===== config.mk =====
export PLATFORM = sky130hd
export DESIGN_NAME = rtcc_calendar
export DESIGN_NICKNAME = d
export VERILOG_FILES = /design/src/verilog/rtcc_calendar.v /design/src/verilog/rtcc_tick_div.v /design/src/verilog/rtcc_month_len.v
export VERILOG_INCLUDE_DIRS = /design/src /design/src/verilog
export SDC_FILE = /design/constraint.sdc
export NUM_CORES = 1
export LEC_CHECK = 0
export BUFFER_PORTS_ARGS = -buffer_cell sky130_fd_sc_hd__buf_4
export CORE_ASPECT_RATIO = 1.25
export CORE_MARGIN = 4
export CORE_UTILIZATION = 40
export CTS_BUF_LIST = sky130_fd_sc_hd__clkbuf_4 sky130_fd_sc_hd__clkbuf_8 sky130_fd_sc_hd__clkbuf_16
export DETAILED_ROUTE_END_ITERATION = 8
export PLACE_DENSITY_LB_ADDON = 0.05
export SKIP_CTS_REPAIR_TIMING = 1
export SYNTH_ARGS = -nofsm -noshare
export SYNTH_HDL_FRONTEND = slang
export SYNTH_SLANG_ARGS = --single-unit

===== constraint.sdc =====
create_clock -name pclk -period 6.2 [get_ports pclk]
set_clock_uncertainty 0.2 [all_clocks]
set_input_delay 0.62 -clock pclk [delete_from_list [all_inputs] [get_ports pclk]]
set_output_delay 0.62 -clock pclk [all_outputs]
set_load 0.05 [all_outputs]

===== src/verilog/rtcc_regs.vh =====
/*
  Register indices, field positions, reset values, counter limits and timing counts of the RTC calendar chain.
  Assumes an APB slave with 32-bit data, where register index n sits at byte address 4*n.
*/
`ifndef RTCC_REGS_VH
`define RTCC_REGS_VH

// Register indices; byte address is four times the index.
`define RTCC_IDX_SUBSEC 3'h0
`define RTCC_IDX_SEC 3'h1
`define RTCC_IDX_MIN 3'h2
`define RTCC_IDX_HOUR 3'h3
`define RTCC_IDX_WEEK 3'h4
`define RTCC_IDX_DATE 3'h5
`define RTCC_IDX_MONTH 3'h6
`define RTCC_IDX_CTRL 3'h7

// Fields of the control register.
`define RTCC_CTL_START 0
`define RTCC_CTL_DIVRST 1
`define RTCC_CTL_ADJ 2
`define RTCC_CTL_CARRY 3
`define RTCC_CTL_START_RST 1'b1

// Counter limits in BCD; the sub-second limit is binary.
`define RTCC_SEC_LAST 8'h59
`define RTCC_MIN_LAST 8'h59
`define RTCC_HOUR_LAST 8'h23
`define RTCC_WEEK_LAST 8'h06
`define RTCC_MONTH_LAST 8'h12
`define RTCC_ZERO 8'h00
`define RTCC_ONE 8'h01
`define RTCC_ADJ_HALF 8'h30
`define RTCC_SUBSEC_LAST 7'h7f

// Time base: the sub-second chain is stepped at 128 Hz so that bit 0 shows 64 Hz.
// One step lasts 7812500 ns, which is this many 10 ns clock periods.
`define RTCC_TICK_CYCLES 20'hbebc2
`define RTCC_DIV_W 20

`endif


===== src/verilog/rtcc_calendar.v =====
/*
  Calendar counting chain of a real-time clock with an APB register slave.
  Sub-second, seconds, minutes, hours, weekday, date and month counters, plus a control register.
  Assumes pclk at 100 MHz, zero-wait APB master, and a year counter outside that supplies year_bcd.
*/
// The APB interface to the registers and the register addresses were left to the implementer.
`timescale 1ns/100ps
`include "rtcc_regs.vh"

module rtcc_calendar #(
  parameter [`RTCC_DIV_W-1:0] TICK_CYCLES = `RTCC_TICK_CYCLES
) (
  // Clock and reset
  input wire pclk,
  input wire presetn,
  // APB slave
  input wire psel,
  input wire penable,
  input wire pwrite,
  input wire [11:0] paddr,
  input wire [31:0] pwdata,
  output reg [31:0] prdata,
  output reg pready,
  output reg pslverr,
  // Year counter outside
  input wire [7:0] year_bcd,
  output reg year_carry_r
);

  // Counters hold no reset so that their contents survive presetn.
  reg [6:0] subsec_r;
  reg [7:0] sec_r;
  reg [7:0] min_r;
  reg [7:0] hour_r;
  reg [7:0] week_r;
  reg [7:0] date_r;
  reg [7:0] month_r;
  reg start_r;
  reg carry_flag_r;

  reg [6:0] subsec_nxt;
  reg [7:0] sec_nxt;
  reg [7:0] min_nxt;
  reg [7:0] hour_nxt;
  reg [7:0] week_nxt;
  reg [7:0] date_nxt;
  reg [7:0] month_nxt;
  reg sec_in;
  reg min_in;
  reg hour_in;
  reg day_in;
  reg month_in;
  reg year_in;
  reg [8:0] sec_step;
  reg [8:0] min_step;
  reg [8:0] hour_step;
  reg [8:0] week_step;
  reg [8:0] date_step;
  reg [8:0] month_step;

  wire tick;
  wire [7:0] last_date;
  wire setup;
  wire wr;
  wire mapped;
  wire [2:0] idx;
  wire ctl_wr;
  wire clr_sub;
  wire thirty_second_adjust_bit;
  wire run_tick;
  wire rd_setup;
  wire sub_wrap;
  wire wr_sec;
  wire wr_min;
  wire wr_hour;
  wire wr_week;
  wire wr_date;
  wire wr_month;

  // Advances a BCD value; at the last value it returns first with the carry in bit 8.
  function [8:0] bcd_step;
    input [7:0] v;
    input [7:0] last;
    input [7:0] first;
    begin
      if (v == last)
        bcd_step = {1'b1, first};
      else if (v[3:0] == 4'h9)
        bcd_step = {1'b0, v[7:4] + 4'h1, 4'h0};
      else
        bcd_step = {1'b0, v[7:4], v[3:0] + 4'h1};
    end
  endfunction

  // Read view of the counters, unused high bits forced to zero.
  function [31:0] read_mux;
    input [2:0] i;
    begin
      case (i)
        `RTCC_IDX_SUBSEC: read_mux = {25'h0000000, subsec_r};
        `RTCC_IDX_SEC: read_mux = {25'h0000000, sec_r[6:0]};
        `RTCC_IDX_MIN: read_mux = {25'h0000000, min_r[6:0]};
        `RTCC_IDX_HOUR: read_mux = {26'h0000000, hour_r[5:0]};
        `RTCC_IDX_WEEK: read_mux = {29'h00000000, week_r[2:0]};
        `RTCC_IDX_DATE: read_mux = {26'h0000000, date_r[5:0]};
        `RTCC_IDX_MONTH: read_mux = {27'h0000000, month_r[4:0]};
        `RTCC_IDX_CTRL: read_mux = {28'h0000000, carry_flag_r, 2'b00, start_r};
        default: read_mux = 32'h00000000;
      endcase
    end
  endfunction

  // Write view of a counter: bits outside its field are stored as zero.
  function [7:0] wr_field;
    input [2:0] i;
    input [7:0] d;
    begin
      case (i)
        `RTCC_IDX_SEC: wr_field = {1'b0, d[6:0]};
        `RTCC_IDX_MIN: wr_field = {1'b0, d[6:0]};
        `RTCC_IDX_HOUR: wr_field = {2'b00, d[5:0]};
        `RTCC_IDX_WEEK: wr_field = {5'h00, d[2:0]};
        `RTCC_IDX_DATE: wr_field = {2'b00, d[5:0]};
        `RTCC_IDX_MONTH: wr_field = {3'h0, d[4:0]};
        default: wr_field = 8'h00;
      endcase
    end
  endfunction

  assign idx = paddr[4:2];
  assign mapped = (paddr[11:5] == 7'h00) && (paddr[1:0] == 2'b00);
  assign setup = psel && !penable;
  assign wr = psel && penable && pready && pwrite && !pslverr;
  assign ctl_wr = wr && (idx == `RTCC_IDX_CTRL);
  assign clr_sub = ctl_wr && (pwdata[`RTCC_CTL_DIVRST] || pwdata[`RTCC_CTL_ADJ]);
  assign thirty_second_adjust_bit = ctl_wr && pwdata[`RTCC_CTL_ADJ];
  assign run_tick = tick && start_r;
  assign rd_setup = setup && !pwrite && mapped;
  assign sub_wrap = (subsec_r == `RTCC_SUBSEC_LAST);
  // Write strobes per counter; an errored transfer never reaches them.
  assign wr_sec = wr && (idx == `RTCC_IDX_SEC);
  assign wr_min = wr && (idx == `RTCC_IDX_MIN);
  assign wr_hour = wr && (idx == `RTCC_IDX_HOUR);
  assign wr_week = wr && (idx == `RTCC_IDX_WEEK);
  assign wr_date = wr && (idx == `RTCC_IDX_DATE);
  assign wr_month = wr && (idx == `RTCC_IDX_MONTH);

  rtcc_tick_div #(
    .TICK_CYCLES(TICK_CYCLES)
  ) u_div (
    .pclk(pclk),
    .presetn(presetn),
    .clr(clr_sub),
    .tick_r(tick)
  );

  rtcc_month_len u_len (
    .month(month_r),
    .year(year_bcd),
    .last_date(last_date)
  );

  // Next value and carry of every stage from seconds to month, whether or not that stage steps.
  always @* begin
    sec_step = bcd_step(sec_r, `RTCC_SEC_LAST, `RTCC_ZERO);
    min_step = bcd_step(min_r, `RTCC_MIN_LAST, `RTCC_ZERO);
    hour_step = bcd_step(hour_r, `RTCC_HOUR_LAST, `RTCC_ZERO);
    week_step = bcd_step(week_r, `RTCC_WEEK_LAST, `RTCC_ZERO);
    date_step = bcd_step(date_r, last_date, `RTCC_ONE);
    month_step = bcd_step(month_r, `RTCC_MONTH_LAST, `RTCC_ONE);
  end

  // Carry chain; a stage steps only when every stage below it wraps, except that an adjust steps the minute from 30 seconds on, carrying upward.
  always @* begin
    sec_in = run_tick && sub_wrap && !thirty_second_adjust_bit;
    if (thirty_second_adjust_bit)
      min_in = (sec_r >= `RTCC_ADJ_HALF);
    else
      min_in = sec_in && sec_step[8];
    hour_in = min_in && min_step[8];
    day_in = hour_in && hour_step[8];
    month_in = day_in && date_step[8];
    year_in = month_in && month_step[8];
  end

  // Next counter values; a register write in the same cycle wins over counting.
  always @* begin
    if (clr_sub)
      subsec_nxt = 7'h00;
    else if (run_tick)
      subsec_nxt = subsec_r + 7'h01;
    else
      subsec_nxt = subsec_r;
    // Adjust rounds to the nearest minute: seconds clear, and the minute steps from 30 on.
    if (wr_sec)
      sec_nxt = wr_field(`RTCC_IDX_SEC, pwdata[7:0]);
    else if (thirty_second_adjust_bit)
      sec_nxt = `RTCC_ZERO;
    else if (sec_in)
      sec_nxt = sec_step[7:0];
    else
      sec_nxt = sec_r;
    if (wr_min)
      min_nxt = wr_field(`RTCC_IDX_MIN, pwdata[7:0]);
    else if (min_in)
      min_nxt = min_step[7:0];
    else
      min_nxt = min_r;
    if (wr_hour)
      hour_nxt = wr_field(`RTCC_IDX_HOUR, pwdata[7:0]);
    else if (hour_in)
      hour_nxt = hour_step[7:0];
    else
      hour_nxt = hour_r;
    if (wr_week)
      week_nxt = wr_field(`RTCC_IDX_WEEK, pwdata[7:0]);
    else if (day_in)
      week_nxt = week_step[7:0];
    else
      week_nxt = week_r;
    if (wr_date)
      date_nxt = wr_field(`RTCC_IDX_DATE, pwdata[7:0]);
    else if (day_in)
      date_nxt = date_step[7:0];
    else
      date_nxt = date_r;
    if (wr_month)
      month_nxt = wr_field(`RTCC_IDX_MONTH, pwdata[7:0]);
    else if (month_in)
      month_nxt = month_step[7:0];
    else
      month_nxt = month_r;
  end

  // No reset on the sub-second stage: presetn leaves it alone; only a DIVRST or ADJ control write clears it.
  always @(posedge pclk) begin
    subsec_r <= subsec_nxt;
  end

  // The calendar registers have no reset either.
  always @(posedge pclk) begin
    sec_r <= sec_nxt;
    min_r <= min_nxt;
    hour_r <= hour_nxt;
    week_r <= week_nxt;
    date_r <= date_nxt;
    month_r <= month_nxt;
  end

  // Control bits and the year carry pulse.
  always @(posedge pclk or negedge presetn) begin
    if (!presetn) begin
      start_r <= `RTCC_CTL_START_RST;
      carry_flag_r <= 1'b0;
      year_carry_r <= 1'b0;
    end else begin
      if (ctl_wr)
        start_r <= pwdata[`RTCC_CTL_START];
      // A carry in the clearing cycle still sets the flag.
      if (sec_in || min_in)
        carry_flag_r <= 1'b1;
      else if (ctl_wr && !pwdata[`RTCC_CTL_CARRY])
        carry_flag_r <= 1'b0;
      year_carry_r <= year_in;
    end
  end

  // Bus answer: pready and pslverr stand for the one access cycle; read data holds until the next setup cycle.
  always @(posedge pclk or negedge presetn) begin
    if (!presetn) begin
      prdata <= 32'h00000000;
      pready <= 1'b0;
      pslverr <= 1'b0;
    end else begin
      pready <= setup;
      pslverr <= setup && !mapped;
      if (rd_setup)
        prdata <= read_mux(idx);
      else if (setup)
        prdata <= 32'h00000000;
    end
  end

endmodule


===== src/verilog/rtcc_tick_div.v =====
/*
  Divider that turns pclk into the 128 Hz stepping pulse of the calendar chain.
  Assumes one clock; the clear input restarts the divider phase.
*/
`timescale 1ns/100ps
`include "rtcc_regs.vh"

module rtcc_tick_div #(
  parameter [`RTCC_DIV_W-1:0] TICK_CYCLES = `RTCC_TICK_CYCLES
) (
  // Clock and reset
  input wire pclk,
  input wire presetn,
  // Control
  input wire clr,
  // Stepping pulse, one cycle wide
  output reg tick_r
);

  reg [`RTCC_DIV_W-1:0] cnt_r;

  always @(posedge pclk or negedge presetn) begin
    if (!presetn) begin
      cnt_r <= {`RTCC_DIV_W{1'b0}};
      tick_r <= 1'b0;
    end else if (clr) begin
      cnt_r <= {`RTCC_DIV_W{1'b0}};
      tick_r <= 1'b0;
    end else if (cnt_r == TICK_CYCLES - 1'b1) begin
      cnt_r <= {`RTCC_DIV_W{1'b0}};
      tick_r <= 1'b1;
    end else begin
      cnt_r <= cnt_r + 1'b1;
      tick_r <= 1'b0;
    end
  end

endmodule


===== src/verilog/rtcc_month_len.v =====
/*
  Last valid BCD date of a month, with leap-year correction from the two-digit BCD year.
  Assumes month and year hold BCD values; month 00 is treated as a 31-day month.
*/
`timescale 1ns/100ps
`include "rtcc_regs.vh"

module rtcc_month_len (
  // Calendar inputs
  input wire [7:0] month,
  input wire [7:0] year,
  // Last date of the month
  output reg [7:0] last_date
);

  reg leap;

  always @* begin
    // A BCD year is a multiple of 4 when even tens pair with 0/4/8, or odd tens with 2/6; 00 counts.
    if (year[4] == 1'b0)
      leap = (year[3:0] == 4'h0) || (year[3:0] == 4'h4) || (year[3:0] == 4'h8);
    else
      leap = (year[3:0] == 4'h2) || (year[3:0] == 4'h6);
    case (month)
      8'h02: last_date = leap ? 8'h29 : 8'h28;
      8'h04, 8'h06, 8'h09, 8'h11: last_date = 8'h30;
      default: last_date = 8'h31;
    endcase
  end

endmodule


==> impl_results.md <==
* Outcome: finished, final reports clean
* Wire length of the first global-routing pass at 21200 µm
* Wirelength per Cell at approximately 16 µm
* Logic pwr share at 11.9%
* Number of global-route vias before repair at 4176
* Clock-pin transition on the worst setup and hold timing paths at ~0.07 ns
* Synth-to-layout area growth at 11.9%
* Aggregate routed wire length at 13200 µm
* Sequential Area at 0.00227 mm²
* Number of endpoints failing setup at the final stage at 0
* Non-filler instance count after layout at 809
* Final worst-path cycle share at 46.1%
* Latest clock arrival within the worst-skew pair at 0.35 ns
* Row Count at 47
* Total Power at 1.45 mW
* P_leak at 2.55 nW
* Number of distinct library cells after synthesis at 60
* Path type of the worst setup path: register to register
* Hold WS at 0.00739 ns
* Number of filler cells placed in the layout at between 1000 and 1500
* Core Footprint at 0.0132 mm²
* Count of final max-slew check failures at 0
* Num CTS Buffers at 9
* Maximum resistive drop on vdd at 0.000139 V
* Critical path fanouts, max at 8
* Leftover overflow at the end of global routing at 0
* Setup TNS at 0 ns
* Die H at roughly 140 µm
* Die area at 0.0155 mm²
* Count of port buffers added during placement at 38
* R2r startpoint: sec_r[1]
* Total via count after detailed routing at 4302
* Final ANT Viol Nets at 0
* Reg-to-reg slack, setup at 3.34 ns
* Per-cell via count in the routed design at 5.32
* Path type of the worst min-delay path: input pin to asynchronous set/reset pin
* Endpoint of the lowest-slack register-to-register path: date_r[4]
* Count of cells along the worst register-to-register path at 8
* Total inserted antenna cells at 0
* Remaining DRCs at 0
* Worst Max-Slew Pin Slew at 1.16 ns
* Pin count of the biggest net entering global routing at 34
* Number of sinks on the clock net at 88
* Proportion of power drawn by flip-flops and latches at 46.1%
* Capturing instance or port of the critical path: date_r[4]
* Fraction of the core area covered by cells at the end of the flow at 45.7%
* Initial antenna violation count at 0
* Initial standard-cell utilization of the core at 40.9%
* Switching component of the power at between 0.3 and 0.4 mW
* Final GP Congestion at 0.811
* Worst path arrival time at between 2 and 3 ns
* Iter 0 DRT Violations at a little over 200
* Post-Synthesis Mean Instance Area at 8.88 µm²
* Commonest non-fill, non-tap cell in the layout: nor2_1
* EDFF count, synth at 34
* Placed standard-cell area at 0.00571 mm²
* Area of the multi-input gates at 0.00283 mm²
* Sum of net half-perimeters after detailed placement at between 9000 and 10000 µm
* Capturing element type of the critical path: register
* Synthesis warning total at 0
* Type of element launching the critical path: register
* Critical path startpoint: sec_r[1]
* Min cycle time layout at 2.86 ns
* Maximum level of the CTS H-tree at 3
* Dominant synthesized flop cell: edfxtp_1
* Int Pwr at ~1.1 mW
* Synth Register Bits at 88
* Clock share of power at 42.0%
* Sequential cell area fraction in the yosys report at between 40% and 50%
* Worst Slack Setup Final at 3.34 ns
* Post-Syn Instances at 609
* Clk buf depth at 2
* Detailed-routing iteration count for the pre-antenna-repair pass at 5
* Relative slew slack at between 20% and 30%
* Highest-count cells in the layout ignoring fill and taps: nor2_1 (76), nand2_1 (65), buf_4 (39)
* Syn Std Cell Area at 0.00541 mm²
* I/O pin cnt at 92
* Share of final-layout standard cells stronger than drive strength 1 at 10.8%
* Non-Filler Cell Area, Final at 0.00605 mm²
* Timing-limited maximum frequency at 350 MHz
* Post-synth ARST share at 37.5%
* Number of placed cells counting well taps at slightly below 800
* Unrepaired setup endpoints after global routing: false
* Cell chosen for the clock root: clkbuf_16
* Post-Place Worst Slack at ~3 ns
* Data required, critical path at around 6.1 ns
* Sw Ratio at between 20% and 30%
* Number of nets in the final layout at 712
* Combined global-route utilization of all metal layers at between 10% and 20%
* Total of max-cap violations at 0
* TritonCTS clock tree: built
* Power per cell area at about 240 mW/mm²
* Final count of hold timing violations at 0
* Die Wd at between 100 and 150 µm
## metal layers
| layer | part of all wire [%] | GRT usage [%] | vias up |
|---|---|---|---|
| met1 | 45 | 22.3 | 2090 |
| met3 | 3.4 | 2.32 | 11 |
| met4 | 1.4 | 6.01 | 0 |
| met5 | 0 | 0 | - |
| met2 | 50 | 28.7 | 71 |
| li1 | - | - | 2130 |
## cell families after synthesis
kind of cell               count (synthesis)  synth area share [%]
other                                      1                0.0693
buffers and inverters                     77                  7.33
muxes                                     13                  2.91
DFF                                       88                  41.9
adders and majority gates                 22                  5.09
and+or+nand+nor                          259                  23.2
xor gates and xnor gates                  39                  6.32
AOI/OAI and AO/OA                        110                  13.1
## power by group through the flow
stage / logic [mW] / registers, mW / clock network (mW)
finish: 0.172 / 0.668 / 0.608
global route: 0.196 / 0.673 / 0.645
CTS: 0.175 / 0.668 / 0.628
detailed placement: 0.174 / 0.680 / 0
global placement: 0.173 / 0.679 / 0
floorplan: 0.141 / 0.673 / 0
## how the worst min path moves through the flow
| stage | from | to | slack [ns] | depth (start not counted) |
|---|---|---|---|---|
| 2_1_floorplan | presetn | carry_flag_r | 0.12 | 0 |
| 3_3_place_gp | date_r[6] | date_r[6] | 0.27 | 2 |
| 3_5_place_dp | date_r[6] | date_r[6] | 0.28 | 2 |
| 4_1_cts | presetn | u_div.cnt_r[2] | 0.01 | 1 |
| 5_1_grt | presetn | u_div.cnt_r[3] | 0.04 | 1 |
| 6_report | presetn | u_div.cnt_r[2] | 0.007 | 1 |
## registers in the layout, summed over array words and instances (netlist names), 7 cells and up
name and flops:
u_div.cnt_r 20, week_r 8, date_r 8, bcd_step.v 8, subsec_r 7, sec_r 8
prdata 7, hour_r 8, min_r 8
## worst max-delay path, stage by stage (launching register included)
cell,delay [ns]
edfxtp_1,0.45
inv_1,0.11
ha_1,0.14
and3b_1,0.22
nand4_1,0.14
o22ai_2,0.30
and4_1,0.51
or2_2,0.26
nor2b_1,0.23
## layout make-up
class                           count  area share, %
Multi-Input combinational cell    468           46.8
Inverter                           27           1.67
Clock inverter                      3          0.724
Sequential cell                    88           37.5
Clock buffer                       13           4.90
Tap cell                          171           3.54
Timing Repair Buffer               39           4.84
## synth_stat cells, types with 5 or more instances
library cell  number  area, µm²
a21oi_1           31        155
a22o_1             8       70.1
a31oi_1            5       31.3
and3_1            13       81.3
buf_4             28        210
clkbuf_1          17       63.8
dfrtp_1           32        801
dfxtp_1           21        420
edfxtp_1          34       1020
ha_1              22        275
inv_1             27        101
mux2i_1            9       90.1
nand2_1           65        244
nand2b_1           8       50.1
nand3_1           27        135
nand4_1            8       50.1
nor2_1            76        285
nor2b_1            9       56.3
nor3_1            17       85.1
nor4_1             5       31.3
o21ai_0           28        140
o31ai_1           13       97.6
or2_2              6       37.5
or3_1              6       37.5
xnor2_1           21        184
xor2_1            18        158
(Power assumes the default switching activity.)
